### src/fcd_pkg.sv
// fcd_pkg: constants for the flash clock divider and security register bank
// assumes: 8-bit register port, 10 MHz bus clock
package fcd_pkg;
  localparam int FCD_ADDR_W = 4;
  localparam int FCD_DATA_W = 8;
  // register offsets
  localparam logic [3:0] FCD_OFS_DIV = 4'h0;
  localparam logic [3:0] FCD_OFS_SEC = 4'h1;
  // divider register fields
  localparam int FCD_BIT_WRITTEN = 7;
  localparam int FCD_BIT_LOCK = 6;
  localparam int FCD_DIV_MSB = 5;
  localparam int FCD_DIV_W = 6;
  localparam logic [5:0] FCD_DIV_RST = 6'h00;
  // security register fields
  localparam int FCD_KEY_MSB = 7;
  localparam int FCD_KEY_LSB = 6;
  localparam int FCD_SEC_MSB = 1;
  localparam int FCD_SEC_LSB = 0;
  localparam logic [1:0] FCD_KEY_ENABLED = 2'h2;
  localparam logic [1:0] FCD_SEC_UNSECURED = 2'h2;
  localparam logic [7:0] FCD_SEC_FAULT_VAL = 8'hFF;
  localparam logic [7:0] FCD_SEC_RST = 8'hFF;
  // timing
  localparam int FCD_CLK_HZ = 10000000;
  localparam int FCD_BASE_HZ = 1000000;
  localparam int FCD_CLK_MHZ = FCD_CLK_HZ / FCD_BASE_HZ;

  typedef enum logic [2:0] {
    FCD_ST_IDLE = 3'b001,
    FCD_ST_LOAD = 3'b010,
    FCD_ST_DONE = 3'b100
  } fcd_state_t;
endpackage

### src/fcd_tick_if.sv
// fcd_tick_if: divider value and time base tick between the bank and its divider
// assumes: one clock domain
`timescale 1ns/1ps
interface fcd_tick_if;
  logic [5:0] div_value;
  logic tick;
  modport bank (output div_value, input tick);
  modport divider (input div_value, output tick);
endinterface

### src/fcd_divider.sv
// fcd_divider: divides the bus clock by divider_value+1 into a one-cycle tick
// assumes: divider value steady while a flash command runs
`timescale 1ns/1ps
module fcd_divider (
  input wire logic i_mclk,
  input wire logic i_arst_n,
  fcd_tick_if.divider tick_if
);
  import fcd_pkg::*;

  logic [5:0] cnt_r;
  logic [5:0] cnt_nxt;
  logic tick_r;
  wire logic wrap = (cnt_r >= tick_if.div_value);

  // counts 0..divider_value, so divider 0 gives a tick every cycle
  assign cnt_nxt = wrap ? 6'h00 : cnt_r + 6'h01;
  assign tick_if.tick = tick_r;

  always_ff @(posedge i_mclk or negedge i_arst_n) begin
    if (!i_arst_n) begin
      cnt_r <= 6'h00;
      tick_r <= 1'b0;
    end else begin
      cnt_r <= cnt_nxt;
      tick_r <= wrap;
    end
  end
endmodule // fcd_divider

### src/fcd_bank.sv
// fcd_bank: flash clock divider register and flash security state register
// assumes: software keeps off the divider while a command runs; the nonvolatile
// security byte and its fault flag arrive with a one-cycle valid strobe
//
// Our own choices: the register offsets and the plain strobed port.
`timescale 1ns/1ps

// Function
// - bit 7 of the divider register reads 1 once it has been written since reset.
// - the lock bit can only go from 0 to 1 and freezes the divider field while set.
// - only reset clears the lock; writing zero to it does nothing.
// - the divider field divides the bus clock down to a nominal 1 MHz time base.
// - the divider accepts writes during the reset sequence although commands look busy.
// - the security register is readable and ignores every write.
// - the reset sequence loads the security register from the nonvolatile byte.
// - a double-bit fault on that load sets all security bits.
// - back-door key access is enabled only by key code 10.
// - only security code 10 means unsecured; all other codes mean secured.
// - a back-door unsecure forces the security field to read 10.
module fcd_bank (
  input wire logic i_mclk,
  input wire logic i_arst_n,
  input wire logic [fcd_pkg::FCD_ADDR_W-1:0] i_addr,
  input wire logic [fcd_pkg::FCD_DATA_W-1:0] i_wdata,
  input wire logic i_wr,
  input wire logic i_rd,
  input wire logic i_nv_valid,
  input wire logic [7:0] i_nv_sec_byte,
  input wire logic i_nv_dbl_fault,
  input wire logic i_backdoor_unsecure,
  output logic [fcd_pkg::FCD_DATA_W-1:0] o_rdata,
  output logic o_time_tick,
  output logic [5:0] o_divider_value,
  output logic o_backdoor_key_enabled,
  output logic o_unsecured,
  output logic o_sec_loaded
);
  import fcd_pkg::*;

  // ----------------------------------------------------------------
  // state
  // ----------------------------------------------------------------
  fcd_tick_if tick_if ();
  fcd_state_t state_r;
  fcd_state_t state_nxt;
  logic written_r;
  logic lock_r;
  logic [5:0] div_r;
  logic [7:0] sec_r;
  logic bd_unsec_r;
  logic [7:0] rdata_r;
  logic tick_r;
  logic key_en_r;
  logic unsec_r;

  // ----------------------------------------------------------------
  // decode
  // ----------------------------------------------------------------
  wire logic sel_div = (i_addr == FCD_OFS_DIV);
  wire logic sel_sec = (i_addr == FCD_OFS_SEC);
  // no command-busy gating here, so writes land during the reset sequence too
  wire logic div_wr = i_wr && sel_div;
  wire logic div_field_wr = div_wr && !lock_r;
  wire logic lock_nxt = lock_r | (div_wr & i_wdata[FCD_BIT_LOCK]);
  wire logic [1:0] sec_field_raw = sec_r[FCD_SEC_MSB:FCD_SEC_LSB];
  wire logic [1:0] sec_field = bd_unsec_r ? FCD_SEC_UNSECURED : sec_field_raw;
  wire logic [7:0] sec_view = {sec_r[7:2], sec_field};
  wire logic [7:0] div_view = {written_r, lock_r, div_r};
  wire logic [7:0] rd_mux = sel_div ? div_view : (sel_sec ? sec_view : 8'h00);
  wire logic load_take = (state_r == FCD_ST_LOAD) && i_nv_valid;
  wire logic [7:0] sec_load = i_nv_dbl_fault ? FCD_SEC_FAULT_VAL : i_nv_sec_byte;
  wire logic key_en_nxt = (sec_r[FCD_KEY_MSB:FCD_KEY_LSB] == FCD_KEY_ENABLED);
  wire logic unsec_nxt = (sec_field == FCD_SEC_UNSECURED);

  assign tick_if.div_value = div_r;

  fcd_divider u_div (
    .i_mclk(i_mclk),
    .i_arst_n(i_arst_n),
    .tick_if(tick_if)
  );

  // ----------------------------------------------------------------
  // security load sequence
  // ----------------------------------------------------------------
  always_comb begin
    state_nxt = state_r;
    case (state_r)
      FCD_ST_IDLE: state_nxt = FCD_ST_LOAD;
      FCD_ST_LOAD: if (i_nv_valid) state_nxt = FCD_ST_DONE;
      FCD_ST_DONE: state_nxt = FCD_ST_DONE;
      default: state_nxt = FCD_ST_IDLE;
    endcase
  end

  // ----------------------------------------------------------------
  // registers
  // ----------------------------------------------------------------
  always_ff @(posedge i_mclk or negedge i_arst_n) begin
    if (!i_arst_n) begin
      state_r <= FCD_ST_IDLE;
      written_r <= 1'b0;
      lock_r <= 1'b0;
      div_r <= FCD_DIV_RST;
    end else begin
      state_r <= state_nxt;
      if (div_wr) written_r <= 1'b1;
      lock_r <= lock_nxt;
      if (div_field_wr) div_r <= i_wdata[FCD_DIV_MSB:0];
    end
  end

  // software writes never reach sec_r
  always_ff @(posedge i_mclk or negedge i_arst_n) begin
    if (!i_arst_n) begin
      sec_r <= FCD_SEC_RST;
      bd_unsec_r <= 1'b0;
    end else begin
      if (load_take) sec_r <= sec_load;
      if (i_backdoor_unsecure) bd_unsec_r <= 1'b1;
    end
  end

  always_ff @(posedge i_mclk or negedge i_arst_n) begin
    if (!i_arst_n) begin
      rdata_r <= 8'h00;
      tick_r <= 1'b0;
      key_en_r <= 1'b0;
      unsec_r <= 1'b0;
    end else begin
      rdata_r <= i_rd ? rd_mux : 8'h00;
      tick_r <= tick_if.tick;
      key_en_r <= key_en_nxt;
      unsec_r <= unsec_nxt;
    end
  end

  assign o_rdata = rdata_r;
  assign o_time_tick = tick_r;
  assign o_divider_value = div_r;
  assign o_backdoor_key_enabled = key_en_r;
  assign o_unsecured = unsec_r;
  // one-hot code: the done bit is itself a flip-flop, so the output needs no decode
  assign o_sec_loaded = state_r[2];
endmodule // fcd_bank

### config.mk
export PLATFORM = sky130hd
export DESIGN_NAME = fcd_bank
export DESIGN_NICKNAME = d
export VERILOG_FILES = /design/src/fcd_pkg.sv /design/src/fcd_tick_if.sv /design/src/fcd_divider.sv /design/src/fcd_bank.sv
export SDC_FILE = /design/constraint.sdc
export NUM_CORES = 1
export LEC_CHECK = 0
export BUFFER_PORTS_ARGS = -buffer_cell sky130_fd_sc_hd__buf_4
export CAP_MARGIN = 20
export CORE_UTILIZATION = 35
export DETAILED_ROUTE_END_ITERATION = 12
export PLACE_DENSITY = 0.65
export SLEW_MARGIN = 30
export SYNTH_ARGS = -nofsm -noshare
export SYNTH_HDL_FRONTEND = slang
export SYNTH_HIERARCHICAL = 1
export SYNTH_SLANG_ARGS = --single-unit
### constraint.sdc
create_clock -name i_mclk -period 2 [get_ports i_mclk]
set_input_delay 0.4 -clock i_mclk [delete_from_list [all_inputs] [get_ports i_mclk]]
set_output_delay 0.4 -clock i_mclk [all_outputs]
set_load 0.02 [all_outputs]
==> results of run 1 <==
## kinds of logic after synthesis
kind of cell             count (synthesis)  share of synthesized area, %
AND/OR/NAND/NOR                         44                          12.9
flip-flops                              38                          55.9
AO/OA/AOI/OAI                           29                          11.1
adder cells (fa/ha/maj)                  7                          5.09
XOR/XNOR                                 4                          2.04
buffers and inverters                   14                          4.87
multiplexers                            13                          8.07
## stage by stage
step	power, µW	cells
floorplan	1810	149
global placement	2040	255
detailed placement	2060	255
CTS	2610	263
global route	2790	263
finish	2580	263
## registers in the layout, summed over array words and instances (netlist names)
name / cells
written_r: 1
bd_unsec_r: 1
sec_r: 8
o_unsecured: 1
o_time_tick: 1
u_div/cnt_r: 6
o_divider_value: 6
state_r: 3
o_backdoor_key_enabled: 1
lock_r: 1
o_rdata: 8
u_div/tick_if.tick: 1
## cells in the final DEF, fill, tap and decap left out, drive strengths merged, types with 2 or more instances in the layout
master and n:
mux2 7, xor2 3, or3 2, a211oi 6, a21o 3, ha 7, nand2 6, nand3 4
o21ai 6, clkbuf 7, dfrtp 29, inv 10, a21oi 11, nor2 26, buf 43, mux2i 6
dfstp 9
## cell usage after synthesis, types with 2 or more instances
cell type / n
buf_6: 2
a21o_1: 3
mux2i_1: 6
a21oi_1: 11
dfrtp_1: 29
a211oi_1: 6
nand2_1: 6
mux2_2: 7
inv_1: 9
dfstp_2: 9
ha_1: 7
nor2_1: 25
o21ai_0: 4
xor2_1: 3
nand3_1: 3
or3_1: 2
## routing by layer
layer	GRT usage (%)	vias up	routed length (µm)
li1	-	600	-
met1	18.4	561	1530
met2	19.7	38	1350
met3	3.47	8	189
met4	6.54	0	70
met5	0	-	0
## path summary, 6_finish.rpt
check	from	end	slack [ps]	depth (start not counted)
max	o_divider_value[5]	u_div/cnt_r[1]	480	5
max reg2reg	o_divider_value[5]	u_div/cnt_r[1]	480	5
min	i_arst_n	bd_unsec_r	70	1
min reg2reg	u_div/tick_if.tick	o_time_tick	350	0
max in group asynchronous	i_arst_n	sec_r[6]	1590	1
min in group i_mclk	i_backdoor_unsecure	bd_unsec_r	310	2
## power breakdown
part | switching [µW] | total, µW | internal (µW)
Combinational | 413 | 787 | 374
Clock | 263 | 541 | 278
Sequential | 195 | 1250 | 1060
Total | 871 | 2580 | 1710
## critical path, cell delays in order (launching register included)
cell and delay [ps]:
dfrtp_1 400, inv_1 60, ha_1 290, nand2_1 70, nor2_1 420, a211oi_1 150
## area by class of cell
cell class | count | area share [%]
Clock buffer | 7 | 3.97
Clock inverter | 1 | 0.230
Inverter | 10 | 1.73
Multi-Input combinational cell | 97 | 31.0
Sequential cell | 38 | 44.3
Tap cell | 67 | 3.86
Timing Repair Buffer | 43 | 14.9
==> run metrics, run 1 <==
arrival time of data at the critical path endpoint 1670 ps; Primary FF master, synth dfrtp_1; Req. time, crit path 2140 ps; residual DRC count 0; maximum number of pins on one net before global-route repair 39; top fanout value on the critical path 7; Ys Warns 6; fillers 453; portion of synthesized cell area occupied by the leading cell type 42.2%; DRT Wirelength 3.14 mm; fraction of the yosys area taken by sequential cells 55.9%; sequential cell area 962 µm²; overall via count from detail_route 1207; clock-pin slew on the worst setup and hold paths 70 ps; Antenna Diode Count 0; setup skew after layout 1.76 ps; FF+latch count, synth 38; IR Drop Worst-Case VDD 0.000407 V; Hold Vio Cnt, Final 0; global-route total usage across every layer 13.4%; setup slack after placement 499 ps; final core utilization 46.0%; upper clock frequency limit 656 MHz; Multi-input gate area 674 µm²; wire length of the first global-routing pass 5.31 mm; endpoint kind of the worst setup timing path register; top cells by area in the synthesized netlist dfrtp_1 42%, dfstp_2 14%, nor2_1 5.5%, ha_1 5.1%, mux2_2 4.6%; Total Nets Final 229; final weighted congestion of routability-driven global placement 0.753; cell area after layout 0.00217 mm²; area of the core 0.00472 mm²; worst min path class primary input to async pin; unrepaired setup endpoints after global routing no; sum of negative setup slack 0 ps; insertion delay to the later sink of the worst-skew pair 280 ps; number of hold buffers added after CTS 0; power density cells 1190 mW/mm²; number of detailed-routing iterations run before antenna repair 4; number of input and output port buffers inserted 43; Sink Count 38; pin slew with the least headroom to its limit 553 ps; Routed WL per cell 11.9 µm; initial cell density of the core 36.4%; IO Count 45; Placed Area 0.00208 mm²; leakage component of the power 0.00104 µW; class of the most critical setup path register to register; maximum buffer depth of the clock tree 2; cell count after synthesis 149; Vias/cell 4.59; Total Die Area 0.00520 mm²; vias in the first global route 1159; die outline width 72.1 µm; proportion of layout cells with a drive suffix above 1 37.8%; clock buffers created by TritonCTS 5; CTS-repair resized insts 0; Max Cap Viol 0; result of the run finished, final reports clean; clock period minus final worst setup slack 1520 ps; antenna violations before repair 0; share of the clock period used by the worst path after layout 76.2%; ys async rst share 100%; Post-Syn Area 0.00172 mm²; CTS tree yes; clock root buffer clkbuf_8; synthesis-to-finish area growth 26.3%; H-tree depth reported by CTS 2; First DRT Iteration DRCs 25; count of final setup violators 0; worst hold slack across all endpoints 65.6 ps; slew margin rel. 62.9%; half-perimeter wire length of the detailed placement result 2.30 mm; unique cell type count in the Yosys netlist 33; minimum setup slack in the final design 475 ps; mean instance size in the synthesized netlist 11.5 µm²; die outline height 72.1 µm; number of max-slew violations in the final report 0; GRT Residual Overflow 0; Post-Synthesis Net Count 183; Setup Fix Bufs, Post-CTS 0; EDFF count, synth 0; critical path startpoint category register; Rows 25; cell taking the most area after synthesis dfrtp_1; Antenna Nets Post-Route 0
Note: power is estimated with default switching activity, not from simulation.
==> run 2, diff against run 1 <==
--- a/config.mk
+++ b/config.mk
@@ -9,7 +9,7 @@
 export CAP_MARGIN = 20
 export CORE_UTILIZATION = 35
 export DETAILED_ROUTE_END_ITERATION = 12
-export PLACE_DENSITY = 0.65
+export PLACE_DENSITY = 0.67
 export SLEW_MARGIN = 30
 export SYNTH_ARGS = -nofsm -noshare
 export SYNTH_HDL_FRONTEND = slang
==> constraint.sdc (replaced) <==
create_clock -name i_mclk -period 1.3 [get_ports i_mclk]
set_input_delay 0.26 -clock i_mclk [delete_from_list [all_inputs] [get_ports i_mclk]]
set_output_delay 0.26 -clock i_mclk [all_outputs]
set_load 0.02 [all_outputs]
==> run metrics, run 2 (synthesized netlist as in run 1, its figures left out) <==
setup slack after placement -114 ps (-613 ps); unrepaired setup endpoints after global routing yes; share of the clock period used by the worst path after layout 104% (+28 points); endpoint kind of the worst setup timing path register; slew margin rel. 68.8% (+5.9 points); Antenna Diode Count 0 (unchanged); die outline width 72.1 µm (unchanged); Vias/cell 4.66 (+1.6%); IR Drop Worst-Case VDD 0.000760 V (+87%); maximum number of pins on one net before global-route repair 39 (unchanged); global-route total usage across every layer 14.8% (+1.4 points); residual DRC count 0 (unchanged); power density cells 1850 mW/mm² (+56%); setup skew after layout 6.38 ps (+4.62 ps); clock period minus final worst setup slack 1350 ps (-172 ps); commonest cells after routing, fill and taps aside 58 x buf_4, 25 x dfrtp_1, 24 x nor2_1, 9 x a21oi_1, 9 x dfstp_2; number of max-slew violations in the final report 0 (unchanged); class of the most critical setup path register to register; clock-pin slew on the worst setup and hold paths 80 ps (about the same); Largest delay share family, worst path compound AO/OA/AOI/OAI gates; clock root buffer clkbuf_8; maximum buffer depth of the clock tree 2 (unchanged); die outline height 72.1 µm (unchanged); worst min path class primary input to register; overall via count from detail_route 1306 (+8.2%); max incr delay on CP 430 ps (about the same); wire length of the first global-routing pass 5.64 mm (+6.2%); vias in the first global route 1219 (+5.2%); final weighted congestion of routability-driven global placement 0.816 (+8.4%); Total Nets Final 246 (+7.4%); antenna violations before repair 0 (unchanged); Antenna Nets Post-Route 0 (unchanged); leakage component of the power 0.00113 µW (+8.3%); violations in the final reports negative setup slack; combined buffer and inverter count along the critical path 0 (-1); GRT Residual Overflow 0 (unchanged); pin slew with the least headroom to its limit 468 ps (-84.7 ps); Sink Count 38 (unchanged); top fanout value on the critical path 7 (unchanged); IO Count 45 (unchanged); H-tree depth reported by CTS 2 (unchanged); First DRT Iteration DRCs 42 (+68%); slowest library cell on the worst path dfrtp_2; result of the run complete, but fails checks; clock buffers created by TritonCTS 5 (unchanged); critical path startpoint category register; area of the core 0.00472 mm² (unchanged); Total Die Area 0.00520 mm² (unchanged); number of detailed-routing iterations run before antenna repair 4 (unchanged); DRT Wirelength 3.48 mm (+11%); CTS tree yes; half-perimeter wire length of the detailed placement result 2.43 mm (+5.5%); minimum setup slack in the final design -52.8 ps (-528 ps); Max Cap Viol 0 (unchanged); fillers 434 (-4.2%); arrival time of data at the critical path endpoint 1560 ps (-110 ps); most common cell after layout, fill and taps aside buf_4; insertion delay to the later sink of the worst-skew pair 290 ps (about the same); number of input and output port buffers inserted 43 (unchanged); count of final setup violators 7 (+7); Req. time, crit path 1500 ps (-640 ps); Hold Vio Cnt, Final 0 (unchanged); synthesis-to-finish area growth 39.3%; upper clock frequency limit 739 MHz (+13%); sum of negative setup slack -238 ps (-238 ps); Rows 25 (unchanged); Routed WL per cell 12.4 µm (+4.0%); chain of cells forming the critical path ha_4 > nand2b_4 > a21o_4 > a211oi_1; initial cell density of the core 36.4% (unchanged); proportion of layout cells with a drive suffix above 1 50.7% (+13 points)
==> run 2: worst register-to-register path: cells and delay by family (launching register included) <==
family                   cells  cell delay, ps
AND/OR/NAND/NOR              1             130
adder cells (fa/ha/maj)      1             240
flip-flops                   1             430
AO/OA/AOI/OAI                2             470
==> run 2: cell type report <==
type                            instances  area, µm²  share of cell area [%]
Inverter                               10       37.5                    1.57
Clock inverter                          2       10.0                   0.418
Timing Repair Buffer                   60        465                    19.4
Sequential cell                        38        967                    40.3
Multi-Input combinational cell         97        761                    31.7
Clock buffer                            6       72.6                    3.03
Tap cell                               67       83.8                    3.50
==> run 2: path summary, 6_finish.rpt <==
| kind | from | end | slack (ps) | cells past startpoint |
|---|---|---|---|---|
| max | o_divider_value[0] | u_div/cnt_r[3] | -50 | 4 |
| max reg2reg | o_divider_value[0] | u_div/cnt_r[3] | -50 | 4 |
| min in group asynchronous | i_arst_n | o_rdata[0] | 470 | 2 |
| max in group asynchronous | i_arst_n | sec_r[4] | 480 | 2 |
| min | i_backdoor_unsecure | bd_unsec_r | 170 | 2 |
| min reg2reg | u_div/tick_if.tick | o_time_tick | 350 | 0 |
==> run 2: what timing repair did <==
action                                  in CTS  in global routing
endpoints found under the hold margin       29                  0
pin swaps                                    3                  5
gates resized for setup                      4                 11
hold buffers                                 1                  0
setup buffers                                1                  0
endpoints found under the setup margin       7                 11
==> run 2: power breakdown <==
group	internal (µW)	switching (µW)
sequential	1630	203
clock	372	416
combinational	919	899
==> run 2: routing by layer <==
metal	vias up	track usage [%]	wire, µm
li1	634	-	-
met1	633	18.5	1580
met2	34	22.5	1660
met3	5	4.72	164
met4	0	8.28	70
met5	-	0	0
==> run 2: stage by stage <==
step                total power, µW  utilization [%]  cells  hold slack [ps]  area (µm²)
floorplan                      2800                -    149            -35.6        1730
global placement               3410             47.1    271              256        2220
detailed placement             3450             47.1    271              257        2220
CTS                            4360             49.8    281              158        2350
global route                   4730             50.8    280              157        2400
finish                         4440             50.8    280              167        2400
